`src/rtl/lighting_status_defs.svh`:
```
// register word addresses, field positions and reset values of the status words
`ifndef LIGHTING_STATUS_DEFS_SVH
`define LIGHTING_STATUS_DEFS_SVH
`define ADDR_UNIT_HEALTH      8'h00
`define ADDR_HB_COMMAND       8'h01
`define ADDR_HB_STATUS        8'h02
`define ADDR_MODEM            8'h03
`define ADDR_SEG_COMMAND      8'h04
`define ADDR_SEG_STATE        8'h05
`define ADDR_SENSOR_STATE     8'h06
`define ADDR_SENSOR_ERROR     8'h07
`define ADDR_LAMP_STATE       8'h08
`define ADDR_LAMP_ERROR       8'h09
`define ADDR_MODULE_ERROR     8'h0A
`define ADDR_POLICY           8'h0B
`define BIT_HEALTH_FAIL       0
`define BIT_MODEM_COMM_ERR    0
`define BIT_MODEM_POWER_OFF   1
`define WORD_RESET            16'h0000
`define POLICY_RESET          2'h0
`define PERCENT_RESET         7'h64
`define MERGE_RESET           1'b0
`define WATCHDOG_CYCLES       32'd100_000_000
`endif

```
`src/rtl/lighting_status_pkg.sv`:
```
// types shared by the lighting status word logic
package lighting_status_pkg;
    localparam int NMOD = 8;
    typedef enum logic [1:0] {
        POLICY_FULL    = 2'h0,
        POLICY_PERCENT = 2'h1,
        POLICY_FIRST   = 2'h2
    } policy_e;
    typedef struct packed {
        logic [7:0]  addr;
        logic        write;
        logic        read;
        logic [15:0] data;
    } word_req_s;
    typedef struct packed {
        logic [NMOD-1:0] lampOn;
        logic [NMOD-1:0] lampFault;
        logic [NMOD-1:0] moduleFault;
    } module_report_s;
endpackage

```
`src/rtl/lighting_host_status_words.sv`:
```
// command and status word bank for the host link of the control unit
// Notes on behaviour
// - health bit 0: zero normal, one fault
// - heartbeat command looped into heartbeat status
// - modem comm error bit follows modem link
// - module status frozen during modem comm error
// - power-off bit set while circuit unpowered
// - power off forces segment and fault-free lamps off
// - segment command stored and read back
// - full policy: all healthy modules agree
// - percentage policy: configured share agrees
// - first module policy: any healthy module agrees
// - sensor detect forced off without power
// - sensor error bit marks broken sensor
// - sensor error held during power loss
// - lamp and module errors merged or separate
// - lamp state, faulty modules keep status
// - lamp error held during power loss
// - module error held during power loss
// - failsafe when periodic writes stop
`include "lighting_status_defs.svh"
module lighting_host_status_words #(
    parameter logic [31:0] WATCHDOG = `WATCHDOG_CYCLES
) (
    input  wire logic                                clock,
    input  wire logic                                rst_n,
    input  wire lighting_status_pkg::word_req_s      req,
    output logic      [15:0]                         readData,
    output logic                                     readValid,
    input  wire logic                                unitFault,
    input  wire logic                                modemLinkLost,
    input  wire logic                                circuitPowerOff,
    input  wire logic                                sensorDetect,
    input  wire logic                                sensorBroken,
    input  wire lighting_status_pkg::module_report_s modules,
    output logic                                     failsafe
);
    localparam int NMOD = lighting_status_pkg::NMOD;

    // synchronised field inputs
    logic       [2:0]  meta;
    logic       [2:0]  sync;
    logic       [1:0]  sensMeta;
    logic       [1:0]  sensSync;
    lighting_status_pkg::module_report_s modMeta;
    lighting_status_pkg::module_report_s modSync;

    // registers
    logic       [15:0] hbCommand;
    logic              segCommand;
    logic              segState;
    logic              sensState;
    logic              sensError;
    logic [NMOD-1:0]   lampState;
    logic [NMOD-1:0]   lampError;
    logic [NMOD-1:0]   moduleError;
    logic [1:0]        policy;
    logic [6:0]        percent;
    logic              merge;
    logic [31:0]       watchCount;
    logic              failsafeReg;
    logic       [15:0] next_hbCommand;
    logic              next_segCommand;
    logic              next_segState;
    logic              next_sensState;
    logic              next_sensError;
    logic [NMOD-1:0]   next_lampState;
    logic [NMOD-1:0]   next_lampError;
    logic [NMOD-1:0]   next_moduleError;
    logic [1:0]        next_policy;
    logic [6:0]        next_percent;
    logic              next_merge;
    logic [31:0]       next_watchCount;
    logic              next_failsafe;
    logic       [15:0] next_readData;

    // per-module agreement with the commanded state
    logic [NMOD-1:0] agree;
    logic [NMOD-1:0] healthy;
    logic [3:0]      agreeCount;
    logic [3:0]      healthyCount;
    logic            powerOff;
    logic            commLost;

    // two-flop synchronisers for pins from the field side
    always_ff @(posedge clock or negedge rst_n) begin
        if (!rst_n) begin
            meta     <= 3'h0;
            sync     <= 3'h0;
            sensMeta <= 2'h0;
            sensSync <= 2'h0;
            modMeta  <= '0;
            modSync  <= '0;
        end else begin
            meta     <= {unitFault, modemLinkLost, circuitPowerOff};
            sync     <= meta;
            sensMeta <= {sensorDetect, sensorBroken};
            sensSync <= sensMeta;
            modMeta  <= modules;
            modSync  <= modMeta;
        end
    end

    assign commLost = sync[1];
    assign powerOff = sync[0];

    genvar g;
    generate
        for (g = 0; g < NMOD; g++) begin : gen_mod
            // module counts only when it has neither fault nor lamp fault
            assign healthy[g] = !modSync.lampFault[g] && !modSync.moduleFault[g];
            assign agree[g]   = healthy[g] && (modSync.lampOn[g] == segCommand);
        end
    endgenerate

    // population counts of agreeing and healthy modules
    always_comb begin
        agreeCount   = 4'h0;
        healthyCount = 4'h0;
        for (int i = 0; i < NMOD; i++) begin
            agreeCount   = agreeCount + {3'h0, agree[i]};
            healthyCount = healthyCount + {3'h0, healthy[i]};
        end
    end

    // next state of host-written words and watchdog
    always_comb begin
        logic wr;
        wr               = req.write;
        next_hbCommand   = hbCommand;
        next_segCommand  = segCommand;
        next_policy      = policy;
        next_percent     = percent;
        next_merge       = merge;
        next_failsafe    = failsafeReg;
        next_watchCount  = watchCount;
        if (wr) begin
            unique case (req.addr)
                `ADDR_HB_COMMAND: next_hbCommand = req.data;
                `ADDR_SEG_COMMAND: begin
                    next_segCommand = req.data[0];
                end
                `ADDR_POLICY: begin
                    next_policy  = req.data[1:0];
                    next_percent = req.data[8:2];
                    next_merge   = req.data[9];
                end
                default: ; // status words ignore writes
            endcase
        end
        // failsafe on write silence, released by a segment command
        if (wr) begin
            next_watchCount = 32'h0000_0000;
        end else if (watchCount < WATCHDOG) begin
            next_watchCount = watchCount + 32'h0000_0001;
        end
        if (!wr && watchCount >= WATCHDOG - 32'h0000_0001) begin
            next_failsafe = 1'b1;
        end else if (failsafeReg && wr && req.addr == `ADDR_SEG_COMMAND) begin
            next_failsafe = 1'b0;
        end
    end

    // next state of field status words
    always_comb begin
        logic reached;
        reached = 1'b0;
        unique case (policy)
            lighting_status_pkg::POLICY_PERCENT:
                reached = ({agreeCount, 7'h00} >= (11'(healthyCount) * 11'(percent))) &&
                          (agreeCount != 4'h0);
            lighting_status_pkg::POLICY_FIRST:
                reached = (agreeCount != 4'h0);
            default:
                reached = (agreeCount == healthyCount);
        endcase
        next_segState    = segState;
        next_sensState   = sensSync[1];
        next_sensError   = sensError;
        next_lampState   = lampState;
        next_lampError   = lampError;
        next_moduleError = moduleError;
        if (reached) begin
            next_segState = segCommand;
        end
        if (powerOff) begin
            next_segState  = 1'b0;
            next_sensState = 1'b0;
            for (int i = 0; i < NMOD; i++) begin
                // faulted modules keep their lamp status
                if (!lampError[i] && !moduleError[i]) begin
                    next_lampState[i] = 1'b0;
                end
            end
            // errors held until power returns
        end else begin
            next_sensError = sensSync[0];
            if (!commLost) begin
                next_lampState   = modSync.lampOn;
                next_lampError   = modSync.lampFault;
                next_moduleError = modSync.moduleFault;
            end
            // frozen during modem comm loss
        end
    end

    // read multiplexer
    always_comb begin
        next_readData = 16'h0000;
        unique case (req.addr)
            `ADDR_UNIT_HEALTH:  next_readData[`BIT_HEALTH_FAIL] = sync[2];
            `ADDR_HB_COMMAND:   next_readData = hbCommand;
            `ADDR_HB_STATUS:    next_readData = hbCommand;
            `ADDR_MODEM: begin
                next_readData[`BIT_MODEM_COMM_ERR]  = commLost;
                next_readData[`BIT_MODEM_POWER_OFF] = powerOff;
            end
            `ADDR_SEG_COMMAND:  next_readData[0] = segCommand;
            `ADDR_SEG_STATE:    next_readData[0] = segState;
            `ADDR_SENSOR_STATE: next_readData[0] = sensState;
            `ADDR_SENSOR_ERROR: next_readData[0] = sensError;
            `ADDR_LAMP_STATE:   next_readData[NMOD-1:0] = lampState;
            `ADDR_LAMP_ERROR:
                next_readData[NMOD-1:0] = merge ? (lampError | moduleError)
                                                : lampError;
            `ADDR_MODULE_ERROR:
                next_readData[NMOD-1:0] = merge ? {NMOD{1'b0}} : moduleError;
            `ADDR_POLICY:       next_readData[9:0] = {merge, percent, policy};
            default:            next_readData = 16'h0000;
        endcase
    end

    // register all state
    always_ff @(posedge clock or negedge rst_n) begin
        if (!rst_n) begin
            hbCommand   <= `WORD_RESET;
            segCommand  <= 1'b0;
            segState    <= 1'b0;
            sensState   <= 1'b0;
            sensError   <= 1'b0;
            lampState   <= '0;
            lampError   <= '0;
            moduleError <= '0;
            policy      <= `POLICY_RESET;
            percent     <= `PERCENT_RESET;
            merge       <= `MERGE_RESET;
            watchCount  <= 32'h0000_0000;
            failsafeReg <= 1'b1;
            readData    <= `WORD_RESET;
            readValid   <= 1'b0;
        end else begin
            hbCommand   <= next_hbCommand;
            segCommand  <= next_segCommand;
            segState    <= next_segState;
            sensState   <= next_sensState;
            sensError   <= next_sensError;
            lampState   <= next_lampState;
            lampError   <= next_lampError;
            moduleError <= next_moduleError;
            policy      <= next_policy;
            percent     <= next_percent;
            merge       <= next_merge;
            watchCount  <= next_watchCount;
            failsafeReg <= next_failsafe;
            readData    <= req.read ? next_readData : readData;
            readValid   <= req.read;
        end
    end

    assign failsafe = failsafeReg;
endmodule

```
`config.mk`:
```
export PLATFORM = sky130hd
export DESIGN_NAME = lighting_host_status_words
export DESIGN_NICKNAME = d
export VERILOG_FILES = /design/src/rtl/lighting_status_pkg.sv /design/src/rtl/lighting_host_status_words.sv
export VERILOG_INCLUDE_DIRS = /design/src /design/src/rtl
export SDC_FILE = /design/constraint.sdc
export NUM_CORES = 1
export LEC_CHECK = 0
export BUFFER_PORTS_ARGS = -buffer_cell sky130_fd_sc_hd__buf_4
export CAP_MARGIN = 10
export CORE_MARGIN = 4
export CORE_UTILIZATION = 60
export CTS_BUF_LIST = sky130_fd_sc_hd__clkbuf_2
export CTS_CLUSTER_DIAMETER = 200
export CTS_CLUSTER_SIZE = 14
export DETAILED_ROUTE_END_ITERATION = 7
export MAX_ROUTING_LAYER = met4
export PLACE_DENSITY = 0.81
export SETUP_SLACK_MARGIN = 0.02
export SYNTH_ARGS = -nofsm -noshare
export SYNTH_HDL_FRONTEND = slang
export SYNTH_SLANG_ARGS = --single-unit
export TNS_END_PERCENT = 1
```
`constraint.sdc`:
```
create_clock -name clock -period 7.7 [get_ports clock]
set_input_delay 0.385 -clock clock [delete_from_list [all_inputs] [get_ports clock]]
set_output_delay 0.385 -clock clock [all_outputs]
set_load 0.05 [all_outputs]
```
==> key figures <==
Global route
  • Global route overflow: 0
  • First-pass GRT wire length: 27300 um
  • Antenna violations before repair: 1
  • GRT Util Overall: 0.239
  • Vias in the first global route: 5571
  • Largest net degree at the start of global routing: 87

Detailed routing
  • Vias: 5636
  • DR WL/cell: 16.6 um
  • Final wirelength: 16500 um
  • Detailed Routing Iterations Pass 1: 5
  • Via density per instance: 5.66
  • Post-route ant nets: 0
  • 1st-iter DRT viols: 508
  • DR DRC count: 0

Floorplan
  • Die width: 123 um
  • Die area: 0.0152 mm^2
  • Initial Util: 0.621
  • FP Rows: 41
  • CORE AREA: 0.0128 mm^2
  • Io pins: 75
  • Die height: 123 um

Critical path
  • Worst flop-to-flop path startpoint: modSync[0]
  • CP Capture Type: flop
  • Required @ worst endpoint: 8.30 ns
  • CP Launch Type: flop
  • CP startpoint: modSync[0]
  • CP arrival: 7.65 ns
  • Largest fanout on the critical path: 8
  • WS Path Type: reg -> reg

Place
  • IO buf count: 74
  • Dpl hpwl: 11600 um
  • RD Place Congestion: 0.911

Clock tree
  • CTS H-tree depth: 4
  • Clk root buf: clkbuf_2
  • Clk buf depth: 2
  • CTS tree: yes
  • Total CTS buffers: 17
  • Clock-pin transition on the worst setup and hold timing paths: 0.21 ns
  • Latest clock arrival within the worst-skew pair: 0.69 ns
  • Clock sinks: 162
  • Post CTS Setup Buffer Count: 0

Timing
  • Pins Over Slew Limit: 0
  • Period utilization: 0.915
  • Fin Clk Skew: 0.0348 ns
  • Final setup vio count: 0
  • Slew HR: 0.298
  • RSZ-0062 raised after global routing: no
  • Worst slew pin tran: 1.05 ns
  • Max Fclk: 142 MHz
  • Setup TNS Final: 0 ns
  • Final hold vios: 0
  • Crit path time final: 7.04 ns

Synthesis
  • Share of flip-flops with an asynchronous set or reset: 1.00
  • Mapped cell area: 0.00797 mm^2
  • Synth top area share: 0.496
  • Avg Cell Area, Syn: 11.5 um^2
  • Post-Syn Instances: 691
  • Syn Nets: 794
  • Warnings, synthesis: 0
  • Synth area leader: dfrtp_1
  • Yosys cell types: 62
  • Synth Flop Type: dfrtp_1
  • Number of flops mapped to enable cells by yosys: 0
  • #FFs+latches synth: 162
  • Seq/Total Area, Yosys: 0.510
  • Synth area leaders: dfrtp_1 (50%), mux2_2 (5.4%), fa_1 (4.5%)

Final layout
  • Share of cells above drive strength 1: 0.219
  • Final net count: 912
  • Layout area overhead: 17.7%
  • Commonest non-fill, non-tap cells in the layout: dfrtp_1 (158), buf_4 (75), nor2_1 (59)
  • Most common cell after layout, fill and taps aside: dfrtp_1

Power
  • VDD IR max: 0.000175 V
  • Power Total: 1.65 mW
  • Pwr per Cell Area: 176 mW/mm^2
  • P_leak: 4.30 nW

Hold path
  • Min-delay src: req[21]
  • Worst min path class: in -> reg

Outcome
  • Status: finished, final reports clean

Job
  • MaxCap Viol Count: 0
-- sequential cells by signal, indices dropped and copies added (netlist names), 3 cells and up --
register,cells
hbCommand,16
lampError,8
lampState,8
meta,3
modMeta,24
modSync,24
moduleError,8
percent,7
readData,16
sync,3
watchCount,32
-- report_power, final --
part	switching, mW	internal [mW]
Combinational	0.127	0.118
Clock	0.287	0.183
Sequential	0.0407	0.898
Total	0.454	1.20
-- cells in the mapped netlist (2+ instances only) --
cell type    n
nor3b_1      2
a221oi_1     6
nand3_1     20
or3_1        3
a21o_1       6
nand2_1     32
inv_1       40
o21ai_0     21
clkbuf_1    17
mux2_4      10
xnor2_1     15
buf_2        4
or2_2        4
and3_1       3
xor2_1      20
ha_1        28
a22o_1       2
dfstp_2      4
nor2b_1     18
nor2_1      59
a211oi_1     4
and2_1      13
nand2_2      2
a32oi_1      2
nor3_4       2
mux2_2      38
a31oi_1     12
fa_1        18
dfrtp_1    158
nand2b_1    12
and4_1       6
nor4_4       2
nand4b_1     3
a21oi_1     30
nand3b_1     2
nand4_1      7
mux2i_1     15
a31o_2       3
o211ai_1     7
o31ai_1      4
or4_1        5
a22oi_1      4
nor3_1       9
-- routing by layer --
metal  track usage  vias up  wire [um]
met3        0.0480       27        971
met5             -        -          0
li1              -     2637          -
met2         0.357      202       7790
met4        0.0844        0        311
met1         0.332     2770       7420
-- per-stage QoR --
step	utilization	instances	area [um^2]	setup slack [ns]	hold WS (ns)
final	0.731	995	9380	0.656	0.130
after global routing	0.731	995	9380	0.229	0.0211
after CTS	0.729	993	9360	0.445	0.00148
after detailed placement	0.673	914	8630	0.517	0.335
after global placement	0.673	914	8630	0.853	0.335
after floorplan	-	691	7970	1.24	0.0894
-- area by class of cell --
type	instances	area, um^2
Timing Repair Buffer	124	1050
Inverter	40	150
Antenna cell	1	2.50
Tap cell	172	215
Multi-Input combinational cell	464	3640
Sequential cell	162	4060
Clock inverter	13	160
Clock buffer	19	95.1
Fill cell	919	3450
-- critical path: stages, from the launching register on --
cell	delay [ns]
dfrtp_1	0.41
nor2_1	0.08
fa_1	0.53
inv_1	0.05
fa_1	0.49
fa_1	0.41
inv_1	0.06
ha_1	0.16
inv_1	0.06
fa_1	0.42
xnor2_2	0.38
nand2_1	0.14
fa_1	0.50
fa_1	0.55
fa_1	0.46
nand2b_1	0.17
a21oi_1	0.22
a21o_1	0.15
a21o_1	0.14
a31oi_1	0.10
xor2_1	0.17
ha_1	0.30
nand4b_1	0.09
a2111oi_0	0.33
a31oi_1	0.16
o22ai_1	0.22
mux2i_1	0.20
-- kinds of logic after synthesis --
kind of cell	synth area share
and+or+nand+nor	0.146
buffers and inverters	0.0346
AOI/OAI and AO/OA	0.0861
muxes	0.0957
xor gates and xnor gates	0.0385
DFF	0.510
adders and majority gates	0.0892
-- path summary, 6_finish.rpt --
path                                      to  slack, ns  cells after the start
worst min-delay path            readData[12]       0.13                      4
worst max register to register      segState       0.66                     26
min in group asynchronous       lampState[4]       0.27                      2
worst max-delay path                segState       0.66                     26
worst min register to register    modSync[1]       0.36                      0
max in group asynchronous       lampError[6]       5.94                      3
-- what timing repair did --
| item | in CTS | in global routing |
|---|---|---|
| hold buffers | 47 | 1 |
| setup endpoints to repair | 0 | 1 |
| gates resized for setup | 0 | 1 |
| hold endpoints to repair | 146 | 1 |
(Power assumes the default switching activity.)
